===== src/include/sleep_gate_pkg.sv =====
package sleep_gate_pkg;

	localparam logic [11:0] SLEEP_GATES_ONE_ADDR = 12'h114;
	localparam logic [11:0] RUN_CFG_ADDR = 12'h060;
	localparam logic [11:0] POWER_MODE_ADDR = 12'h200;
	localparam logic [11:0] FAULT_STATUS_ADDR = 12'h204;
	localparam logic [11:0] FAULT_MASK_ADDR = 12'h208;

	// Implemented bits of the gate register
	localparam logic [31:0] GATE_WRITE_MASK = 32'h070F_1013;
	localparam logic [31:0] GATE_RESET = 32'h0000_0000;

	localparam int COMPARATOR_ZERO_BIT = 24;
	localparam int TIMER_ZERO_BIT = 16;
	localparam int TWO_WIRE_ZERO_BIT = 12;
	localparam int SYNC_SERIAL_ZERO_BIT = 4;
	localparam int ASYNC_SERIAL_ZERO_BIT = 0;

	localparam int AUTO_GATE_BIT = 27;
	localparam int NUM_PERIPH = 11;
	localparam int PERIPH_SEL_W = 4;

	typedef enum logic [1:0] {
		MODE_RUN = 2'b00,
		MODE_SLEEP = 2'b01,
		MODE_DEEP_SLEEP = 2'b10
	} power_mode_t;

endpackage


===== src/logic/bus_fault_check.sv =====
module bus_fault_check
	import sleep_gate_pkg::*;
(
	input wire logic [NUM_PERIPH-1:0] clock_on_i,
	input wire logic access_i,
	input wire logic [PERIPH_SEL_W-1:0] target_i,
	output logic fault_o
);

	always_comb begin
		fault_o = 1'b0;
		if (access_i && (target_i < PERIPH_SEL_W'(NUM_PERIPH))) begin
			fault_o = !clock_on_i[target_i];
		end
	end

endmodule // bus_fault_check


===== src/logic/sleep_clock_gate_bank_one.sv =====
// Behaviour
// - Each implemented bit enables one peripheral clock
// - Access to unclocked peripheral raises bus fault
// - All gate bits reset to zero
// - Gates apply only during sleep operation
// - Only effective when auto gating bit set
// - Bits 26..24 gate comparators two..zero
// - Reserved bits read zero, software preserves
// - Bits 19..16 gate timers three..zero
// - Bit 12 gates two-wire module zero
// - Bit 4 gates sync serial zero
// - Bits 1..0 gate async serial one..zero
//
// Local design decision: the APB slave port.
module sleep_clock_gate_bank_one
	import sleep_gate_pkg::*;
(
	input wire logic CORE_CLK_I,
	input wire logic RST_I,
	input wire logic PSEL_I,
	input wire logic PENABLE_I,
	input wire logic PWRITE_I,
	input wire logic [11:0] PADDR_I,
	input wire logic [31:0] PWDATA_I,
	output logic [31:0] PRDATA_O,
	output logic PREADY_O,
	output logic PSLVERR_O,
	input wire logic PERIPH_ACCESS_I,
	input wire logic [PERIPH_SEL_W-1:0] PERIPH_TARGET_I,
	output logic PERIPH_BUS_FAULT_O,
	output logic [NUM_PERIPH-1:0] PERIPH_CLK_EN_O,
	output logic IRQ_O
);

////////////////////////////////////////////////////////////////////////
	// Register state
	logic [31:0] gates_q;
	logic auto_gate_q;
	power_mode_t mode_q;
	logic fault_sts_q;
	logic fault_mask_q;

	// Gating path
	logic sleep_gating;
	logic [NUM_PERIPH-1:0] gate_vec;
	logic [NUM_PERIPH-1:0] clk_on;
	logic [NUM_PERIPH-1:0] clk_en_q;

	// Fault path
	logic fault_now;
	logic fault_q;
	logic fault_set;
	logic fault_clr;
	logic irq_d;
	logic irq_q;

	// Bus strobes
	logic setup;
	logic wr;
	logic rd;
	logic hit;

	// Register selects
	logic sel_gates;
	logic sel_run_cfg;
	logic sel_mode;
	logic sel_status;
	logic sel_mask;
	logic wr_gates;
	logic wr_run_cfg;
	logic wr_mode;
	logic wr_mask;
	logic rd_status;

	// Data paths
	logic mode_code_ok;
	logic [31:0] wdata_gates;
	logic [31:0] gates_rd;
	logic [1:0] mode_bits;
	logic [31:0] rdata_d;
	logic [31:0] prdata_d;
	logic [31:0] prdata_q;
	logic pslverr_d;
	logic pslverr_q;
	logic pready_q;

	// Gate bit of each peripheral index
	localparam int GATE_POS [NUM_PERIPH] = '{
		ASYNC_SERIAL_ZERO_BIT,
		ASYNC_SERIAL_ZERO_BIT + 1,
		SYNC_SERIAL_ZERO_BIT,
		TWO_WIRE_ZERO_BIT,
		TIMER_ZERO_BIT,
		TIMER_ZERO_BIT + 1,
		TIMER_ZERO_BIT + 2,
		TIMER_ZERO_BIT + 3,
		COMPARATOR_ZERO_BIT,
		COMPARATOR_ZERO_BIT + 1,
		COMPARATOR_ZERO_BIT + 2
	};

////////////////////////////////////////////////////////////////////////
	// Bus decode
	assign setup = PSEL_I && !PENABLE_I;
	assign wr = pready_q && PWRITE_I;
	assign rd = pready_q && !PWRITE_I;

	// One select per mapped word
	always_comb begin
		sel_gates = 1'b0;
		sel_run_cfg = 1'b0;
		sel_mode = 1'b0;
		sel_status = 1'b0;
		sel_mask = 1'b0;
		unique case (PADDR_I)
			SLEEP_GATES_ONE_ADDR: sel_gates = 1'b1;
			RUN_CFG_ADDR: sel_run_cfg = 1'b1;
			POWER_MODE_ADDR: sel_mode = 1'b1;
			FAULT_STATUS_ADDR: sel_status = 1'b1;
			FAULT_MASK_ADDR: sel_mask = 1'b1;
			default: sel_gates = 1'b0;
		endcase
	end

	assign hit = sel_gates || sel_run_cfg || sel_mode
		|| sel_status || sel_mask;

	// Strobes that land at the edge ending the access
	assign wr_gates = wr && sel_gates;
	assign wr_run_cfg = wr && sel_run_cfg;
	assign wr_mode = wr && sel_mode;
	assign wr_mask = wr && sel_mask;
	assign rd_status = rd && sel_status;

	// Code three of the mode field names no mode; such writes are dropped
	assign mode_code_ok = (PWDATA_I[1:0] == MODE_RUN)
		|| (PWDATA_I[1:0] == MODE_SLEEP)
		|| (PWDATA_I[1:0] == MODE_DEEP_SLEEP);

	// Reserved positions never take write data and always read zero
	assign wdata_gates = PWDATA_I & GATE_WRITE_MASK;
	assign gates_rd = gates_q & GATE_WRITE_MASK;
	assign mode_bits = mode_q;

////////////////////////////////////////////////////////////////////////
	// Access phase lasts exactly one wait-free cycle after setup
	always_ff @(posedge CORE_CLK_I) begin
		if (RST_I) begin
			pready_q <= 1'b0;
		end else begin
			pready_q <= setup;
		end
	end

	// Read mux; unmapped offsets read zero
	always_comb begin
		rdata_d = 32'h0000_0000;
		unique case (PADDR_I)
			SLEEP_GATES_ONE_ADDR: begin
				rdata_d = gates_rd;
			end
			RUN_CFG_ADDR: begin
				rdata_d[AUTO_GATE_BIT] = auto_gate_q;
			end
			POWER_MODE_ADDR: begin
				rdata_d[1:0] = mode_bits;
			end
			FAULT_STATUS_ADDR: begin
				rdata_d[0] = fault_sts_q;
			end
			FAULT_MASK_ADDR: begin
				rdata_d[0] = fault_mask_q;
			end
			default: begin
				rdata_d = 32'h0000_0000;
			end
		endcase
	end

	// Read data stands only while ready is high
	always_comb begin
		prdata_d = 32'h0000_0000;
		pslverr_d = 1'b0;
		if (setup) begin
			prdata_d = rdata_d;
			pslverr_d = !hit;
		end
	end

	always_ff @(posedge CORE_CLK_I) begin
		if (RST_I) begin
			prdata_q <= 32'h0000_0000;
		end else begin
			prdata_q <= prdata_d;
		end
	end

	// Error flag pulses with ready
	always_ff @(posedge CORE_CLK_I) begin
		if (RST_I) begin
			pslverr_q <= 1'b0;
		end else begin
			pslverr_q <= pslverr_d;
		end
	end

////////////////////////////////////////////////////////////////////////
	// Gate register
	always_ff @(posedge CORE_CLK_I) begin
		if (RST_I) begin
			gates_q <= GATE_RESET;
		end else begin
			if (wr_gates) begin
				gates_q <= wdata_gates;
			end
		end
	end

	// Auto gating bit of the run configuration word
	always_ff @(posedge CORE_CLK_I) begin
		if (RST_I) begin
			auto_gate_q <= 1'b0;
		end else begin
			if (wr_run_cfg) begin
				auto_gate_q <= PWDATA_I[AUTO_GATE_BIT];
			end
		end
	end

	// Power mode; an unknown code leaves the mode as it was
	always_ff @(posedge CORE_CLK_I) begin
		if (RST_I) begin
			mode_q <= MODE_RUN;
		end else begin
			if (wr_mode && mode_code_ok) begin
				mode_q <= power_mode_t'(PWDATA_I[1:0]);
			end
		end
	end

	// Fault interrupt mask
	always_ff @(posedge CORE_CLK_I) begin
		if (RST_I) begin
			fault_mask_q <= 1'b0;
		end else begin
			if (wr_mask) begin
				fault_mask_q <= PWDATA_I[0];
			end
		end
	end

////////////////////////////////////////////////////////////////////////
	// Sleep bank governs only in sleep with auto gating on
	assign sleep_gating = (mode_q == MODE_SLEEP)
		&& auto_gate_q;

	// Outside that state clocks stay on; other banks are not built here
	genvar g;
	generate
		for (g = 0; g < NUM_PERIPH; g++) begin : gen_gate
			assign gate_vec[g] = gates_q[GATE_POS[g]];
			assign clk_on[g] = sleep_gating ? gate_vec[g] : 1'b1;
		end
	endgenerate

	// Enables leave through a register
	always_ff @(posedge CORE_CLK_I) begin
		if (RST_I) begin
			clk_en_q <= '0;
		end else begin
			clk_en_q <= clk_on;
		end
	end

////////////////////////////////////////////////////////////////////////
	// Fault decode against the registered enables
	bus_fault_check u_fault (
		.clock_on_i(clk_en_q),
		.access_i(PERIPH_ACCESS_I),
		.target_i(PERIPH_TARGET_I),
		.fault_o(fault_now)
	);

	// Fault pulse one cycle after the access
	always_ff @(posedge CORE_CLK_I) begin
		if (RST_I) begin
			fault_q <= 1'b0;
		end else begin
			fault_q <= fault_now;
		end
	end

	assign fault_set = fault_now;
	assign fault_clr = rd_status;

	// Set wins over read-clear
	always_ff @(posedge CORE_CLK_I) begin
		if (RST_I) begin
			fault_sts_q <= 1'b0;
		end else begin
			if (fault_set) begin
				fault_sts_q <= 1'b1;
			end else if (fault_clr) begin
				fault_sts_q <= 1'b0;
			end
		end
	end

	// Level stays up while an unmasked status bit is set
	always_comb begin
		irq_d = 1'b0;
		if (fault_mask_q) begin
			if (fault_set) begin
				irq_d = 1'b1;
			end else if (fault_sts_q && !fault_clr) begin
				irq_d = 1'b1;
			end
		end
	end

	// Registered so the pin comes straight from a flop
	always_ff @(posedge CORE_CLK_I) begin
		if (RST_I) begin
			irq_q <= 1'b0;
		end else begin
			irq_q <= irq_d;
		end
	end

////////////////////////////////////////////////////////////////////////
	// Bus answer
	assign PRDATA_O = prdata_q;
	assign PREADY_O = pready_q;
	assign PSLVERR_O = pslverr_q;

	// Peripheral side
	assign PERIPH_BUS_FAULT_O = fault_q;
	assign PERIPH_CLK_EN_O = clk_en_q;
	assign IRQ_O = irq_q;

endmodule // sleep_clock_gate_bank_one


===== config.mk =====
export PLATFORM = sky130hd
export DESIGN_NAME = sleep_clock_gate_bank_one
export DESIGN_NICKNAME = d
export VERILOG_FILES = /design/src/include/sleep_gate_pkg.sv /design/src/logic/bus_fault_check.sv /design/src/logic/sleep_clock_gate_bank_one.sv
export SDC_FILE = /design/constraint.sdc
export NUM_CORES = 1
export LEC_CHECK = 0
export ABC_CLOCK_PERIOD_IN_PS = 2200
export BUFFER_PORTS_ARGS = -buffer_cell sky130_fd_sc_hd__buf_2
export CORE_UTILIZATION = 46
export CTS_BUF_LIST = sky130_fd_sc_hd__clkbuf_2 sky130_fd_sc_hd__clkbuf_4 sky130_fd_sc_hd__clkbuf_8
export CTS_CLUSTER_SIZE = 20
export DETAILED_ROUTE_END_ITERATION = 8
export PLACE_DENSITY = 0.78
export SKIP_CTS_REPAIR_TIMING = 1
export SLEW_MARGIN = 40
export SYNTH_ARGS = -nofsm -noshare
export SYNTH_HDL_FRONTEND = slang
export SYNTH_HIERARCHICAL = 1
export SYNTH_SLANG_ARGS = --single-unit

===== constraint.sdc =====
create_clock -name CORE_CLK_I -period 2.2 [get_ports CORE_CLK_I]
set_input_delay 0.44 -clock CORE_CLK_I [delete_from_list [all_inputs] [get_ports CORE_CLK_I]]
set_output_delay 0.44 -clock CORE_CLK_I [all_outputs]
set_load 0.01 [all_outputs]

==> results by group <==
Status
  – Status: complete, no violations

Finish
  – Most frequent cells in the layout: buf_2 (60), dfxtp_1 (43), nor2_1 (39)
  – Share of cells above drive strength 1: 0.3228
  – Layout Utilization: 0.5922
  – Fill cell count: 341
  – Area grow syn2layout: 19.87%
  – Ant. Diodes: 0
  – Nets: 307
  – Design area: 2250 µm²
  – Most common cell after layout, fill and taps aside: buf_2

Power and ir drop
  – Combinational share of power: 0.087
  – Sequential share of power: 0.519
  – Switching portion of total power: 0.2293
  – Pwr Density: 684.9 nW/µm²
  – Net load switching power: 0.0003533 W
  – Leak: 1.082 nW
  – Total power: 0.001541 W
  – Clk pwr share: 0.393
  – Peak VDD IR: 0.3597 mV
  – Internal cell power: 0.001187 W

Synthesis
  – Post-synthesis mux area share: 0.1087
  – FFs w/ async S/R, synth: 0
  – Syn_area_per_cell: 9.878 µm²
  – Simple-gate share of the synthesized area: 0.2673
  – Synth Instances: 190
  – Distinct cells, synth: 43
  – Seq cells post-synth: 43
  – Synth Area in XOR/XNOR: 0
  – Register area share after synthesis: 0.4587
  – Post-synth EDFFs: 0
  – Cell Area, Synth: 1877 µm²
  – Largest family of logic cells by synthesized area: simple AND/OR/NAND/NOR gates
  – Compound-Gate Fraction of Synth Area: 0.05600
  – Main flop type after synthesis: dfxtp_1
  – Synthesized-area fraction occupied by adder cells: 0
  – Synth warnings: 6

Critical path
  – Critical path class: reg -> reg
  – Worst Setup End Kind: flip-flop
  – Reg2Reg Depth: 6
  – WP data required: 2.44 ns
  – CP max FO: 3
  – CP Launch Type: flip-flop
  – Data arrival, critical path: 2.10 ns

Placement
  – Final GP Congestion: 0.8630
  – Dpl cell area: 2137 µm²
  – DP Wirelength: 2.767 mm
  – Port Buffers: 60

Floorplanning
  – Top-level I/O count: 101
  – Die Width: 65.88 µm
  – Row count: 22
  – Core ar.: 3799 µm²
  – Initial Utilization: 0.4941
  – Die Area: 4340 µm²
  – Die height: 65.88 µm

STA
  – Highest clock rate: 0.5379 GHz
  – Layout Skew: 0.005711 ns
  – Final period util: 0.8450
  – Final slew viol count: 0
  – RSZ-0062 raised after global routing: false
  – Final Critical Period: 1.859 ns
  – Setup TNS: 0 ns
  – Endpoints failing setup: 0
  – Fin. Hold Viols: 0

Clock network
  – Num Clock Sinks: 43
  – Depth of the CTS H-tree: 2
  – Max Buffers Root-to-Sink: 2
  – CTS tree: built
  – Worst-Skew Late Latency: 0.29 ns
  – Clock Tree Root: clkbuf_8
  – Reg clk slew, reported paths: 0.08 ns
  – Number of buffers created by CTS: 5

Route
  – Via density: 4.851
  – Post-DR wirelength/cell: 12.36 µm
  – Residual DRC count: 0
  – Pre-antenna DRT Iters: 4
  – Initial DRC Count: 92
  – Total number of vias: 1465
  – Post-route ant nets: 0
  – Final WL: 3.733 mm

Global routing
  – GR Util All Layers: 0.1929
  – Vias in the first global route: 1304
  – Largest net degree at the start of global routing: 28
  – Gr ovfl total: 0
  – First-pass GRT wire length: 6.120 mm
  – Number of antenna violations at the first check in global routing: 0

Job
  – Max-Cap Viols: 0

Worst hold path
  – Worst hold path class: in -> reg
  – Worst Hold Depth: 3
-- Yosys cell counts, types with 3 or more instances --
| library cell | count | share of area |
|---|---|---|
| buf_4 | 20 | 0.080 |
| dfxtp_1 | 43 | 0.46 |
| nand4_1 | 4 | 0.013 |
| nand2_1 | 8 | 0.016 |
| and2_1 | 12 | 0.040 |
| nor2_1 | 39 | 0.078 |
| inv_1 | 4 | 0.0080 |
| nor3_1 | 3 | 0.0080 |
| mux2i_1 | 14 | 0.075 |
-- power groups by stage --
stage / logic, W / registers [W] / clock network (W)
2_1_floorplan: 0.0000882 / 0.000823 / 0
4_1_cts: 0.000134 / 0.000800 / 0.000618
3_5_place_dp: 0.000134 / 0.000818 / 0
3_3_place_gp: 0.000133 / 0.000818 / 0
6_report: 0.000135 / 0.000800 / 0.000606
5_1_grt: 0.000149 / 0.000802 / 0.000653
-- flip-flops by register name (all words and copies together), names as in the netlist --
register and cells:
auto_gate_q 1, gates_q 11, fault_mask_q 1, fault_sts_q 1
IRQ_O 1, PERIPH_BUS_FAULT_O 1, PSLVERR_O 1, PERIPH_CLK_EN_O 11
PRDATA_O 12, mode_bits 2, PREADY_O 1
-- worst max-delay path, cell delays in order (launching register included) --
cell and delay [ns]:
dfxtp_1 0.32, mux4_1 0.50, mux2_2 0.28, o32ai_2 0.27, o21ai_0 0.12, a31oi_1 0.18, and2_1 0.14
-- stage by stage --
stage | cells | setup WS [ns] | hold slack (ns)
6_report | 302 | 0.3410 | 0.3808
5_1_grt | 302 | 0.2388 | 0.4010
4_1_cts | 302 | 0.3272 | 0.3727
3_5_place_dp | 294 | 0.02726 | 0.4453
3_3_place_gp | 294 | 0.05748 | 0.4482
2_1_floorplan | 209 | 0.3192 | 0.4232
-- worst paths after layout --
kind / startpoint / slack, ns / end
worst max-delay path: PERIPH_CLK_EN_O[5] / 0.34 / IRQ_O
worst min-delay path: PWDATA_I[18] / 0.38 / gates_q[18]
worst max register to register: PERIPH_CLK_EN_O[5] / 0.34 / IRQ_O
worst min register to register: auto_gate_q / 0.46 / PRDATA_O[27]
-- cell type report --
cell class	count	area, µm²	area share
Tap cell	48	60.06	0.02670
Multi-Input combinational cell	137	885.9	0.3938
Clock inverter	3	43.79	0.01947
Sequential cell	43	860.8	0.3826
Inverter	4	15.01	0.006674
Timing Repair Buffer	62	315.3	0.1402
Clock buffer	5	68.82	0.03059
-- logic make-up (layout without fill, tap and decap cells) --
logic type	after synthesis	in the layout
AOI/OAI and AO/OA	12	12
buffers and inverters	29	74
DFF	43	43
muxes	17	17
other	1	20
and+or+nand+nor	88	88
-- routing by layer --
metal	vias up	GRT usage	wire, µm	share of wire
met5	-	0	0	0
met4	0	0.08967	84	0.023
met3	7	0.05690	270	0.072
met2	59	0.3099	1805	0.48
met1	664	0.2347	1573	0.42
li1	735	-	-	-
Power figures use the tool's default switching activity.
